[config.mk]
export PLATFORM = sky130hd
export DESIGN_NAME = fpg_guard
export DESIGN_NICKNAME = d
export VERILOG_FILES = /design/src/fpg_pkg.sv /design/src/fpg_region_if.sv /design/src/fpg_region_decode.sv /design/src/fpg_guard.sv
export SDC_FILE = /design/constraint.sdc
export NUM_CORES = 1
export LEC_CHECK = 0
export BUFFER_PORTS_ARGS = -buffer_cell sky130_fd_sc_hd__buf_2
export CORE_UTILIZATION = 29
export DETAILED_ROUTE_END_ITERATION = 8
export PLACE_DENSITY_LB_ADDON = 0.2
export SLEW_MARGIN = 20
export SYNTH_ARGS = -nofsm -noshare
export SYNTH_HDL_FRONTEND = slang
export SYNTH_HIERARCHICAL = 1
export SYNTH_SLANG_ARGS = --single-unit
[constraint.sdc]
create_clock -name SYS_CLK -period 2.1 [get_ports SYS_CLK]
set_input_delay 0.105 -clock SYS_CLK [delete_from_list [all_inputs] [get_ports SYS_CLK]]
set_output_delay 0.105 -clock SYS_CLK [all_outputs]
set_load 0.05 [all_outputs]
[src/fpg_pkg.sv]
package fpg_pkg;
    // ------------------------------------------------------------
    // geometry of user flash
    // ------------------------------------------------------------
    localparam int ADDR_W = 14;
    localparam logic [13:0] FLASH_TOP = 14'h3FFF;
    localparam logic [13:0] STORAGE_WORDS = 14'h0080;
    localparam logic [13:0] STORAGE_BASE = 14'h3F80;
    // boot block size per size code: 512 words shifted by code (plain default)
    localparam logic [13:0] BOOT_UNIT = 14'h0200;

    // ------------------------------------------------------------
    // register map (byte offsets)
    // ------------------------------------------------------------
    localparam logic [7:0] OFS_CONFIG = 8'h00;
    localparam logic [7:0] OFS_STATUS = 8'h04;
    localparam logic [7:0] OFS_MASK = 8'h08;
    localparam logic [7:0] OFS_BOOT_END = 8'h0C;

    // config fields as read back
    localparam int CFG_BOOT_DIS_N = 0;
    localparam int CFG_SAF_DIS_N = 1;
    localparam int CFG_SIZE_LO = 2;
    localparam int CFG_WP_APP = 5;
    localparam int CFG_WP_BOOT = 6;
    localparam int CFG_WP_SAF = 7;

    // status / mask bits
    localparam int ST_WRITE_ERROR_FLAG = 0;
    localparam int ST_EXECV = 1;
    localparam int ST_W = 2;

    localparam logic [1:0] HTRANS_NONSEQ = 2'h2;

    typedef enum {REG_APP, REG_BOOT, REG_SAF} fpg_region_e;
endpackage : fpg_pkg

[src/fpg_region_if.sv]
`timescale 1ns/1ps
`default_nettype none
// partition settings shared between the guard and the decoder
interface fpg_region_if;
    logic boot_en;
    logic saf_en;
    logic [2:0] boot_size;
    logic [13:0] boot_end;
    logic [13:0] fetch_addr;
    logic [13:0] write_addr;
    logic fetch_saf;
    logic fetch_boot;
    logic write_saf;
    logic write_boot;
    modport guard (output boot_en, saf_en, boot_size, fetch_addr, write_addr,
                   input boot_end, fetch_saf, fetch_boot, write_saf, write_boot);
    modport decode (input boot_en, saf_en, boot_size, fetch_addr, write_addr,
                    output boot_end, fetch_saf, fetch_boot, write_saf, write_boot);
endinterface : fpg_region_if
`default_nettype wire

[src/fpg_region_decode.sv]
`timescale 1ns/1ps
`default_nettype none
module fpg_region_decode (
    fpg_region_if.decode rif
);
    // ------------------------------------------------------------
    // address classification
    // ------------------------------------------------------------
    function automatic logic in_saf(input logic en, input logic [13:0] a);
        in_saf = en && (a >= fpg_pkg::STORAGE_BASE);
    endfunction : in_saf

    function automatic logic in_boot(input logic en, input logic [13:0] lim,
                                     input logic [13:0] a);
        in_boot = en && (a < lim);
    endfunction : in_boot

    // boot range grows from address zero; size code doubles it
    always_comb begin
        rif.boot_end = 14'((fpg_pkg::BOOT_UNIT << rif.boot_size) - 14'h0001) + 14'h0001;
        if (rif.boot_size == 3'h5) begin
            rif.boot_end = fpg_pkg::STORAGE_BASE; // wider codes saturate below storage
        end else if (rif.boot_size > 3'h5) begin
            rif.boot_end = fpg_pkg::STORAGE_BASE;
        end
    end

    // storage area is the top 128 words
    assign rif.fetch_saf = in_saf(rif.saf_en, rif.fetch_addr);
    assign rif.write_saf = in_saf(rif.saf_en, rif.write_addr);
    assign rif.fetch_boot = in_boot(rif.boot_en, rif.boot_end, rif.fetch_addr);
    assign rif.write_boot = in_boot(rif.boot_en, rif.boot_end, rif.write_addr);
endmodule : fpg_region_decode
`default_nettype wire

[src/fpg_guard.sv]
// Design decisions made here: the register addresses and the AHB-Lite slave port.
`timescale 1ns/1ps
`default_nettype none
module fpg_guard (
    input wire logic SYS_CLK,
    input wire logic RST_N,
    // configuration fuses, static after power-up
    input wire logic BOOT_REGION_DISABLE_N,
    input wire logic STORAGE_AREA_DISABLE_N,
    input wire logic [2:0] BOOT_REGION_SIZE,
    input wire logic APP_REGION_WRITE_PROTECT,
    input wire logic BOOT_REGION_WRITE_PROTECT,
    input wire logic CONFIG_REGION_WRITE_PROTECT,
    // cpu fetch path
    input wire logic FETCH_EXEC,
    input wire logic [13:0] FETCH_ADDR,
    output logic EXEC_VIOLATION_RESET,
    // memory write controller request / grant
    input wire logic WRITE_REQ,
    input wire logic [13:0] WRITE_ADDR,
    output logic WRITE_GRANT,
    output logic WRITE_DONE,
    // ahb-lite slave
    input wire logic HSEL,
    input wire logic [31:0] HADDR,
    input wire logic [1:0] HTRANS,
    input wire logic HWRITE,
    input wire logic [2:0] HSIZE,
    input wire logic [31:0] HWDATA,
    input wire logic HREADY,
    output logic [31:0] HRDATA,
    output logic HREADYOUT,
    output logic HRESP,
    output logic IRQ
);
    // ------------------------------------------------------------
    // state
    // ------------------------------------------------------------
    typedef enum {FPG_SYNC, FPG_SETTLE, FPG_LATCH, FPG_RUN} fpg_phase_e;

    typedef struct packed {
        fpg_phase_e phase;
        logic [7:0] cfg;          // fuse snapshot taken after reset
        logic [1:0] status;       // sticky events
        logic [1:0] mask;
        logic exec_flag;          // set by software-free reset path, cleared by violation
        logic viol_rst;
        logic grant;
        logic done;
        logic served;             // request answered, waiting for it to drop
        logic wr_pend;
        logic [7:0] ap_addr;
        logic [31:0] rdata;
    } fpg_state_s;

    fpg_state_s cur;
    fpg_state_s next_cur;

    fpg_region_if rif();

    fpg_region_decode u_decode (
        .rif(rif)
    );

    // ------------------------------------------------------------
    // pin synchronisers
    // ------------------------------------------------------------
    logic [13:0] fetch_addr_s1, fetch_addr_s2;
    logic [13:0] write_addr_s1, write_addr_s2;
    logic [7:0] fuse_s1, fuse_s2;
    logic fetch_s1, fetch_s2, wreq_s1, wreq_s2;

    // fetch and write come from other logic but through pins, so two flops each
    always_ff @(posedge SYS_CLK or negedge RST_N) begin
        if (!RST_N) begin
            fetch_addr_s1 <= 14'h0000;
            fetch_addr_s2 <= 14'h0000;
            write_addr_s1 <= 14'h0000;
            write_addr_s2 <= 14'h0000;
            fuse_s1 <= 8'hFF;
            fuse_s2 <= 8'hFF;
            fetch_s1 <= 1'b0;
            fetch_s2 <= 1'b0;
            wreq_s1 <= 1'b0;
            wreq_s2 <= 1'b0;
        end else begin
            fetch_addr_s1 <= FETCH_ADDR;
            fetch_addr_s2 <= fetch_addr_s1;
            write_addr_s1 <= WRITE_ADDR;
            write_addr_s2 <= write_addr_s1;
            fuse_s1 <= {CONFIG_REGION_WRITE_PROTECT, BOOT_REGION_WRITE_PROTECT,
                        APP_REGION_WRITE_PROTECT, BOOT_REGION_SIZE,
                        STORAGE_AREA_DISABLE_N, BOOT_REGION_DISABLE_N};
            fuse_s2 <= fuse_s1;
            fetch_s1 <= FETCH_EXEC;
            fetch_s2 <= fetch_s1;
            wreq_s1 <= WRITE_REQ;
            wreq_s2 <= wreq_s1;
        end
    end

    // ------------------------------------------------------------
    // partition decode hookup
    // ------------------------------------------------------------
    // disable fuses act when high: a 1 keeps the region folded into the app, a 0 enables it
    assign rif.boot_en = ~cur.cfg[fpg_pkg::CFG_BOOT_DIS_N];
    assign rif.saf_en = ~cur.cfg[fpg_pkg::CFG_SAF_DIS_N];
    assign rif.boot_size = cur.cfg[fpg_pkg::CFG_SIZE_LO +: 3];
    assign rif.fetch_addr = fetch_addr_s2;
    assign rif.write_addr = write_addr_s2;

    logic write_protected;
    logic fetch_bad;
    logic ahb_take;
    logic [fpg_pkg::ST_W-1:0] set_ev;

    // pick the write-protect fuse of the region the write lands in
    always_comb begin
        if (rif.write_saf) begin
            write_protected = cur.cfg[fpg_pkg::CFG_WP_SAF];
        end else if (rif.write_boot) begin
            write_protected = cur.cfg[fpg_pkg::CFG_WP_BOOT];
        end else begin
            write_protected = cur.cfg[fpg_pkg::CFG_WP_APP];
        end
    end

    // storage area is data only; a fetch there is a violation
    assign fetch_bad = fetch_s2 && rif.fetch_saf;

    assign ahb_take = HSEL && HREADY && (HTRANS == fpg_pkg::HTRANS_NONSEQ);

    // ------------------------------------------------------------
    // next-state logic
    // ------------------------------------------------------------
    always_comb begin
        set_ev = 2'h0;
        next_cur = cur;
        next_cur.grant = 1'b0;
        next_cur.done = 1'b0;
        next_cur.viol_rst = 1'b0;
        case (cur.phase)
            FPG_SYNC: begin
                next_cur.phase = FPG_SETTLE;
            end
            FPG_SETTLE: begin
                next_cur.phase = FPG_LATCH;
            end
            FPG_LATCH: begin
                // both sync stages now hold the fuses, no longer their reset value
                next_cur.cfg = fuse_s2;
                next_cur.phase = FPG_RUN;
            end
            FPG_RUN: begin
                // request is seen late through the sync, so it must drop before re-arming
                if (!wreq_s2) begin
                    next_cur.served = 1'b0;
                end
                // a blocked write leaves flash untouched: done pulses without grant and the error flag rises
                if (wreq_s2 && !cur.served) begin
                    next_cur.done = 1'b1;
                    next_cur.served = 1'b1;
                    if (write_protected) begin
                        set_ev[fpg_pkg::ST_WRITE_ERROR_FLAG] = 1'b1;
                    end else begin
                        next_cur.grant = 1'b1;
                    end
                end
                if (fetch_bad) begin
                    next_cur.viol_rst = 1'b1;
                    next_cur.exec_flag = 1'b0;
                    set_ev[fpg_pkg::ST_EXECV] = 1'b1;
                end
            end
            default: begin
                next_cur.phase = FPG_SYNC;
            end
        endcase

        // read data caught at the address phase so it stands through the data phase
        if (ahb_take && !HWRITE) begin
            case (HADDR[7:0])
                fpg_pkg::OFS_CONFIG: next_cur.rdata = {24'h000000, cur.cfg};
                fpg_pkg::OFS_STATUS: next_cur.rdata = {30'h00000000, cur.status};
                fpg_pkg::OFS_MASK: next_cur.rdata = {30'h00000000, cur.mask};
                fpg_pkg::OFS_BOOT_END: next_cur.rdata = {18'h00000, rif.boot_end};
                default: next_cur.rdata = 32'h00000000;
            endcase
            if (HADDR[7:0] == fpg_pkg::OFS_STATUS) begin
                next_cur.status = 2'h0;
            end
        end
        // an event in the clearing cycle still sets its bit
        next_cur.status = next_cur.status | set_ev;
        if (cur.wr_pend && cur.ap_addr == fpg_pkg::OFS_MASK) begin
            next_cur.mask = HWDATA[1:0];
        end
        next_cur.wr_pend = ahb_take && HWRITE;
        if (ahb_take) begin
            next_cur.ap_addr = HADDR[7:0];
        end
    end

    always_ff @(posedge SYS_CLK or negedge RST_N) begin
        if (!RST_N) begin
            cur <= '{phase: FPG_SYNC, cfg: 8'hFF, status: 2'h0, mask: 2'h0,
                     exec_flag: 1'b1, viol_rst: 1'b0, grant: 1'b0, done: 1'b0,
                     served: 1'b0, wr_pend: 1'b0, ap_addr: 8'h00, rdata: 32'h00000000};
        end else begin
            cur <= next_cur;
        end
    end

    // ------------------------------------------------------------
    // outputs
    // ------------------------------------------------------------
    assign EXEC_VIOLATION_RESET = cur.viol_rst;
    assign WRITE_GRANT = cur.grant;
    assign WRITE_DONE = cur.done;
    assign HRDATA = cur.rdata;
    assign HREADYOUT = 1'b1;   // zero wait states
    assign HRESP = 1'b0;
    assign IRQ = |(cur.status & cur.mask);
endmodule : fpg_guard
`default_nettype wire

* After elaboration in Yosys (flattened, before gate mapping)
Cells that the tools add are included. Widths: inputs -> output; s select.
Storage, ports and cells: register bits after elaboration 165, latch bits 0, memory bits (writable) 0, ROM bits 0, input bits 112, output and inout bits 38, memories 0
Operators by class: add/subtract/negate cells 2, multipliers 0, div/mod/pow operators 0, $lt $le $gt $ge 4, equality and inequality tests 10, shift-type cells 1, muxes and demuxes 17, bitwise logic cells 4, reductions and logical operators 16
Operator list (number):
- $pmux 32 s4 | 1
- $eq 32x2->1 const B | 2
- $pmux 14 s4 | 1
- $eq 32x1->1 const B | 1
- $logic_not 32->1 | 1
- $ge 14x14->1 const B | 2
- $mux 14 | 2
- $eq 8x4->1 const B | 3
- $add 14x1->14 const B | 1
- $lt 14x14->1 | 1
- $shl 10x3->14 const A | 1
- $sub 14x1->14 const B | 1
- $logic_and 1x1->1 | 10
- $eq 8x3->1 const B | 1
- $logic_not 8->1 | 1
- $mux 1 | 8
- $mux 2 | 3
- $mux 4 | 1
- $eq 3x3->1 const B | 1
- $gt 3x3->1 const B | 1
- $mux 3 | 1
- $and 2x2->2 | 1
- $eq 2x2->1 const B | 1
- $logic_not 1->1 | 2
- other kinds (5) | 6

* Logic depth before layout (Yosys ltp)
Gate-level depths: netlist of the first run.
depth after elaboration 13, gate-level depth with buffers 11, mapped depth without buffers 11

* Hierarchy
Netlist of the first run, hierarchy kept.
By module, submodules not included:
- fpg_guard | times used 1, cells an instance 260, area an instance 3998.8 um^2, seq. area each 2957.8 um^2
- fpg_region_decode | times used 1, cells an instance 63, area an instance 457.9 um^2, seq. area each 0.0 um^2

* Least setup slack after synthesis of the first run
Ideal clock, no wire load.
path type register to register, start reg cur[54] in the netlist's numbering, end reg cur[48] in the netlist's numbering, library setup time 121 ps, arrival time 1998 ps, data required time 1979 ps, setup slack -19 ps, cell stages (with the launch flop) 11, path buffers 0, clock period less this slack 2119 ps, path through dfstp_2 > o21ai_2 > nand2_1 > inv_2 > ha_1 > a21oi_1 > a21oi_1 > nor3_1 > mux2i_1 > o21ai_0 > a22o_1
RTL lines:
- from (decl) | RTL line fpg_guard.sv:56 | fpg_state_s cur;
- from (signal assigned) | RTL line fpg_guard.sv:206 | cur <= '{phase: FPG_SYNC, cfg: 8'hFF, status: 2'h0, mask: 2'h0,
- from (signal assigned) | RTL line fpg_guard.sv:210 | cur <= next_cur;

==> results of run 1 <==
==> per-layer routing <==
layer,GRT usage [%],vias to the layer above,part of all wire [%]
met2,18.2,68,48
met1,14.4,1065,46
li1,-,1080,-
met5,0,-,0
met4,4.04,0,1.5
met3,3.19,7,4.6
==> worst register-to-register path, cell delays in order (launching register included) <==
cell	delay, ns
sky130_fd_sc_hd__dfstp_2	0.65
sky130_fd_sc_hd__a21o_1	0.18
sky130_fd_sc_hd__o21ai_2	0.08
sky130_fd_sc_hd__ha_4	0.23
sky130_fd_sc_hd__nand3_2	0.05
sky130_fd_sc_hd__nand4b_1	0.12
sky130_fd_sc_hd__nor3_2	0.22
sky130_fd_sc_hd__mux2i_1	0.22
sky130_fd_sc_hd__o21ai_1	0.10
sky130_fd_sc_hd__a22o_1	0.24
==> placed cells by master, fill, tap and decap left out, types with 3 or more instances in the layout <==
cell                            instances
sky130_fd_sc_hd__a22oi_1                6
sky130_fd_sc_hd__inv_1                 10
sky130_fd_sc_hd__dlygate4sd3_1         27
sky130_fd_sc_hd__buf_4                 24
sky130_fd_sc_hd__ha_4                   4
sky130_fd_sc_hd__ha_1                   6
sky130_fd_sc_hd__dfrtp_1               65
sky130_fd_sc_hd__conb_1                27
sky130_fd_sc_hd__nor2_1                 6
sky130_fd_sc_hd__nand4_1                6
sky130_fd_sc_hd__buf_2                 57
sky130_fd_sc_hd__nand4b_1               3
sky130_fd_sc_hd__dfstp_2               24
sky130_fd_sc_hd__clkbuf_16              9
sky130_fd_sc_hd__nand2_1               29
sky130_fd_sc_hd__nand3_1                5
sky130_fd_sc_hd__o2bb2ai_1             12
sky130_fd_sc_hd__mux2_2                10
==> state kept, by name (all words and copies together), names as in the netlist <==
register / flops
cur: 24
HRDATA: 14
fuse_s1: 8
fuse_s2: 8
fetch_addr_s1: 7
fetch_addr_s2: 7
rif.write_addr: 7
write_addr_s1: 7
EXEC_VIOLATION_RESET: 1
WRITE_DONE: 1
WRITE_GRANT: 1
fetch_s1: 1
fetch_s2: 1
wreq_s1: 1
wreq_s2: 1
==> power by group <==
part	internal [uW]	total [uW]	switching (uW)
Sequential	1820	1880	51.7
Clock	839	1550	710
Combinational	183	428	246
Total	2850	3850	1010
==> worst paths after layout <==
check                                           start                           to  slack [ns]  depth (start not counted)
max                               cur[52]$_DFFE_PN1P_            cur[48]$_DFF_PN0_       -0.10                          9
max reg2reg                       cur[52]$_DFFE_PN1P_            cur[48]$_DFF_PN0_       -0.10                          9
max in group asynchronous                       RST_N        WRITE_GRANT$_DFF_PN0_        1.20                          3
min reg2reg                write_addr_s1[9]$_DFF_PN0_  rif.write_addr[9]$_DFF_PN0_        0.35                          0
min in group asynchronous                       RST_N        HRDATA[7]$_DFFE_PN0P_        0.27                          2
min                                         HWDATA[1]          cur[47]$_DFFE_PN0P_        0.01                          2
==> final cells by class <==
type / count / share of cell area [%]
clock buffers: 9 / 4.75
clock inverters: 7 / 1.53
well taps: 168 / 4.43
multi-input cells: 152 / 24.5
flip-flops and latches: 89 / 47.6
inverters: 13 / 1.03
repair buffers: 110 / 16.2
==> through the flow <==
stage | instances | worst slack [ns] | setup TNS [ns] | instance area [um2] | utilization [%]
6_report | 548 | -0.103 | -0.169 | 4740 | 39.3
5_1_grt | 548 | -0.177 | -0.330 | 4740 | 39.3
4_1_cts | 547 | -0.0537 | -0.0678 | 4650 | 38.6
3_5_place_dp | 494 | -0.162 | -0.189 | 3980 | 33.0
3_3_place_gp | 494 | -0.0735 | -0.0735 | 3980 | 33.0
2_1_floorplan | 302 | 0.0159 | 0 | 3710 | -
==> what timing repair did <==
item,CTS,global route
resized for setup,6,12
hold endpoints to repair,53,0
pin swaps,7,10
setup buffers,10,1
setup endpoints to repair,2,3
hold buffers,27,0
==> flow_metrics.py, run 1 <==
metrics = {
    "global_routing": {
        "grt_pass1_vias": 2261,
        "grt_antenna_before_repair": 0,
        "grt_max_degree": 39,
        "grt_first_pass_wirelength_um": 11100,
        "grt_overflow_total": 0,
        "global_route.usage.total_pct": 11.3,
    },
    "sta": {
        "fin_hold_ws_ns": 0.0126,
        "skew_ns": 0.00512,
        "period_share_pct": 105,
        "final-setup-viol-count": 2,
        "max_freq_mhz": 454,
        "rsz0062_at_grt": "true",
        "report.final.slew_viol_count": 0,
        "layout_min_cycle_time_ns": 2.20,
        "layout_setup_ws_ns": -0.103,
        "timing_hold_violations_final": 0,
    },
    "setup_path": {
        "critPathKind": "reg -> reg",
        "required_time_reported_for_the_critical_path_endpoint_ns": 2.32,
        "timing.critical_path.cells": "a21o_1 -> o21ai_2 -> ha_4 -> nand3_2 -> nand4b_1 -> nor3_2 -> mux2i_1 -> o21ai_1 -> a22o_1",
        "worst_setup_path_start_kind": "flip-flop",
        "worstPathArrival_ns": 2.43,
        "sum_of_buffers_and_inverters_on_the_critical_path": 0,
        "critical_path.max_stage_delay_ns": 0.65,
        "critical-path-top-delay-family": "flip-flops",
        "critical_path.endpoint_type": "flip-flop",
        "crit_path_top_delay_cell": "sky130_fd_sc_hd__dfstp_2",
        "worst-path-max-fanout": 7,
    },
    "floorplanning": {
        "fp.dieH_um": 114,
        "floorplan.die.width_um": 114,
        "io-pin-count": 150,
        "core-area_um2": 12100,
        "placementRows": 40,
        "die_area_um2": 12900,
        "floorplan.initialDensity_pct": 30.0,
    },
    "detailed_routing": {
        "antenna_left": 0,
        "drt_drc_violations_left": 0,
        "wirelength_um": 6710,
        "drt_iter0_markers": 50,
        "detail_route.vias_per_cell": 4.05,
        "first_pass_drt_iterations": 4,
        "drt-wirelength-per-cell_um": 12.2,
        "route.vias.total": 2220,
    },
    "layout": {
        "num-fill-cells": 1157,
        "multiInputGateArea_um2": 1160,
        "layout-drive-gt1-share_pct": 41.3,
        "flow.area_growth_from_synthesis_pct": 31.1,
        "seqCellArea_um2": 2260,
        "final_nets": 497,
        "insertedDiodeCount": 0,
    },
    "power_and_ir_drop": {
        "vdd.ir_drop.worst_v": 0.000452,
        "pwr_density_cell_nw_per_um2": 812,
        "p_leak_uw": 0.00221,
        "post-layout-total-power_uw": 3850,
    },
    "clock_network": {
        "clock_pin_transition_on_the_worst_setup_and_hold_timing_paths_ns": 0.07,
        "clock-root-buffer": "sky130_fd_sc_hd__clkbuf_16",
        "cts-htree-levels": 3,
        "clock_latency_ns": 0.33,
        "clock_sinks": 89,
        "tritoncts": "done",
        "tritoncts.num_buffers": 9,
        "cts_max_path_buffers": 2,
    },
    "place": {
        "place_congestion": 0.757,
        "detailedPlacementHpwl_um": 4680,
        "numPortBuffers": 58,
    },
    "logic_synthesis": {
        "synthesis.area_per_instance_um2": 13.0,
        "synthesis.instances": 278,
        "synth.yosys.warnings": 6,
        "synth.cell_area_um2": 3620,
    },
    "run_status": {
        "violations": "negative setup slack",
        "outcome": "finished with violations",
    },
    "job": {
        "max_cap_violations": 0,
    },
    "worst_hold_path": {
        "min_path_type": "in -> reg",
    },
}
No activity file was read; power rests on OpenSTA's default activity.
==> run 2: changes to the inputs <==
--- a/config.mk
+++ b/config.mk
@@ -6,7 +6,7 @@
 export NUM_CORES = 1
 export LEC_CHECK = 0
 export BUFFER_PORTS_ARGS = -buffer_cell sky130_fd_sc_hd__buf_2
-export CORE_UTILIZATION = 29
+export CORE_UTILIZATION = 45
 export DETAILED_ROUTE_END_ITERATION = 8
 export PLACE_DENSITY_LB_ADDON = 0.2
 export SLEW_MARGIN = 20
==> flow_metrics.py, run 2 (synthesis gave the netlist of run 1 again) <==
metrics = {
    "sta": {
        "layout_min_cycle_time_ns": 2.18,
        "max_freq_mhz": 458,
        "tns_ns": -0.0837,
        "report.final.slew_viol_count": 0,
        "rsz0062_at_grt": "true",
        "timing_hold_violations_final": 0,
        "layout_setup_ws_ns": -0.0837,
        "period_share_pct": 104,
        "skew_ns": 0.00658,
        "final-setup-viol-count": 1,
    },
    "power_and_ir_drop": {
        "vdd.ir_drop.worst_v": 0.000555,
        "pwr_density_cell_nw_per_um2": 755,
        "p_leak_uw": 0.00213,
    },
    "floorplanning": {
        "floorplan.initialDensity_pct": 46.6,
        "fp.dieH_um": 91.6,
        "core-area_um2": 7770,
        "io-pin-count": 150,
        "floorplan.die.width_um": 91.6,
        "placementRows": 32,
        "die_area_um2": 8400,
    },
    "place": {
        "numPortBuffers": 58,
        "dpl_worst_slack_ns": -0.122,
        "post-place-cells": 428,
        "place_congestion": 0.774,
        "detailedPlacementHpwl_um": 3990,
    },
    "clock_network": {
        "tritoncts": "done",
        "cts_max_path_buffers": 2,
        "clock_sinks": 89,
        "clock_latency_ns": 0.35,
        "clock_pin_transition_on_the_worst_setup_and_hold_timing_paths_ns": 0.09,
        "cts-htree-levels": 3,
        "tritoncts.num_buffers": 9,
        "clock-root-buffer": "sky130_fd_sc_hd__clkbuf_8",
    },
    "setup_path": {
        "timing.reg2reg.setup_slack_ns": -0.08,
        "worst-path-max-fanout": 7,
        "required_time_reported_for_the_critical_path_endpoint_ns": 2.35,
        "critPathKind": "reg -> reg",
        "worstPathArrival_ns": 2.43,
        "worst_setup_path_start_kind": "flip-flop",
        "critical_path.endpoint_type": "flip-flop",
    },
    "global_routing": {
        "grt_first_pass_wirelength_um": 10100,
        "grt_pass1_vias": 2223,
        "global_route.usage.total_pct": 15.6,
        "grt_max_degree": 39,
        "grt_antenna_before_repair": 0,
        "grt_overflow_total": 0,
    },
    "worst_hold_path": {
        "min_path_type": "in -> reg",
    },
    "layout": {
        "flow.area_growth_from_synthesis_pct": 23.4,
        "largest_register_ff_count": 24,
        "layoutNonFillerInstCount": 478,
        "leading_cell_type_in_the_layout_fill_and_taps_excluded": "sky130_fd_sc_hd__dfrtp_1",
        "insertedDiodeCount": 0,
        "layout-drive-gt1-share_pct": 37.2,
        "largest_register": "cur",
        "mostFrequentLayoutCells": "sky130_fd_sc_hd__dfrtp_1, sky130_fd_sc_hd__buf_2, sky130_fd_sc_hd__dlygate4sd3_1, sky130_fd_sc_hd__nand2_1, sky130_fd_sc_hd__conb_1",
        "final_nets": 493,
    },
    "job": {
        "max_cap_violations": 0,
    },
    "detailed_routing": {
        "first_pass_drt_iterations": 4,
        "antenna_left": 0,
        "drt-wirelength-per-cell_um": 12.1,
        "drt_drc_violations_left": 0,
        "detail_route.vias_per_cell": 4.59,
        "drt_iter0_markers": 63,
        "wirelength_um": 5800,
        "route.vias.total": 2193,
    },
    "run_status": {
        "violations": "negative setup slack",
        "outcome": "finished with violations",
    },
}
[run 2: cell count changes in the layout (fill, tap and decap cells not counted), moves of 2 or more]
cell,change
sky130_fd_sc_hd__buf_4,-9
sky130_fd_sc_hd__clkbuf_16,-9
sky130_fd_sc_hd__clkbuf_8,+9
sky130_fd_sc_hd__dlygate4sd3_1,+6
sky130_fd_sc_hd__ha_1,+3
sky130_fd_sc_hd__ha_4,-3
sky130_fd_sc_hd__nand3_1,+2
[run 2: path summary, 6_finish.rpt]
check / from / end / cells after the start
setup / recovery: cur[52]$_DFFE_PN1P_ / cur[48]$_DFF_PN0_ / 7
hold / removal: HADDR[3] / cur[35]$_DFFE_PN0N_ / 3
setup reg to reg: cur[52]$_DFFE_PN1P_ / cur[48]$_DFF_PN0_ / 7
hold reg to reg: write_addr_s1[8]$_DFF_PN0_ / rif.write_addr[8]$_DFF_PN0_ / 0
max in group asynchronous: RST_N / cur[34]$_DFFE_PN0N_ / 3
min in group asynchronous: RST_N / HRDATA[5]$_DFFE_PN0P_ / 2
[run 2: final cells by class]
cell class	instances	area, um2
clock buffers	9	124
clock inverters	7	70.1
fillers	673	3300
inverters	13	48.8
multi-input cells	152	1090
flip-flops and latches	89	2260
well taps	102	128
repair buffers	106	748
[run 2: repair_timing]
item                       in CTS  in global routing
hold buffers                   33                  0
hold endpoints to repair       58                  0
gates cloned                    0                  0
setup endpoints to repair       2                  2
pin swaps                       3                  5
setup buffers                   1                  0
resized for setup               5                  3
[run 2: critical path, cell delays in order, from the launching register on]
cell and delay (ns):
sky130_fd_sc_hd__dfstp_2 0.64, sky130_fd_sc_hd__mux2i_2 0.29, sky130_fd_sc_hd__ha_1 0.28, sky130_fd_sc_hd__and4_1 0.16, sky130_fd_sc_hd__nor3_2 0.19, sky130_fd_sc_hd__mux2i_1 0.20, sky130_fd_sc_hd__o21ai_1 0.11, sky130_fd_sc_hd__a22o_1 0.21
[run 2: routing by layer]
| metal | vias up | share of wire [%] | track usage [%] |
|---|---|---|---|
| met5 | - | 0 | 0 |
| met4 | 0 | 1.4 | 4.76 |
| met3 | 10 | 5.0 | 4.15 |
| met2 | 66 | 48 | 26.0 |
| met1 | 1047 | 46 | 19.9 |
| li1 | 1070 | - | - |
[run 2: per-stage QoR]
step | utilization [%] | power, uW | instance area (um2) | hold WS (ns)
2_1_floorplan | - | 2140 | 3710 | -0.191
3_3_place_gp | 50.1 | 2230 | 3890 | 0.0709
3_5_place_dp | 50.1 | 2240 | 3890 | 0.0711
4_1_cts | 57.2 | 3420 | 4440 | 0.0147
5_1_grt | 57.5 | 3550 | 4460 | 0.0366
6_report | 57.5 | 3370 | 4460 | 0.0294
[run 2: power by group]
part | internal, uW | total, uW | switching (uW)
Clock | 462 | 1100 | 640
Combinational | 162 | 395 | 233
Sequential | 1820 | 1870 | 47.3
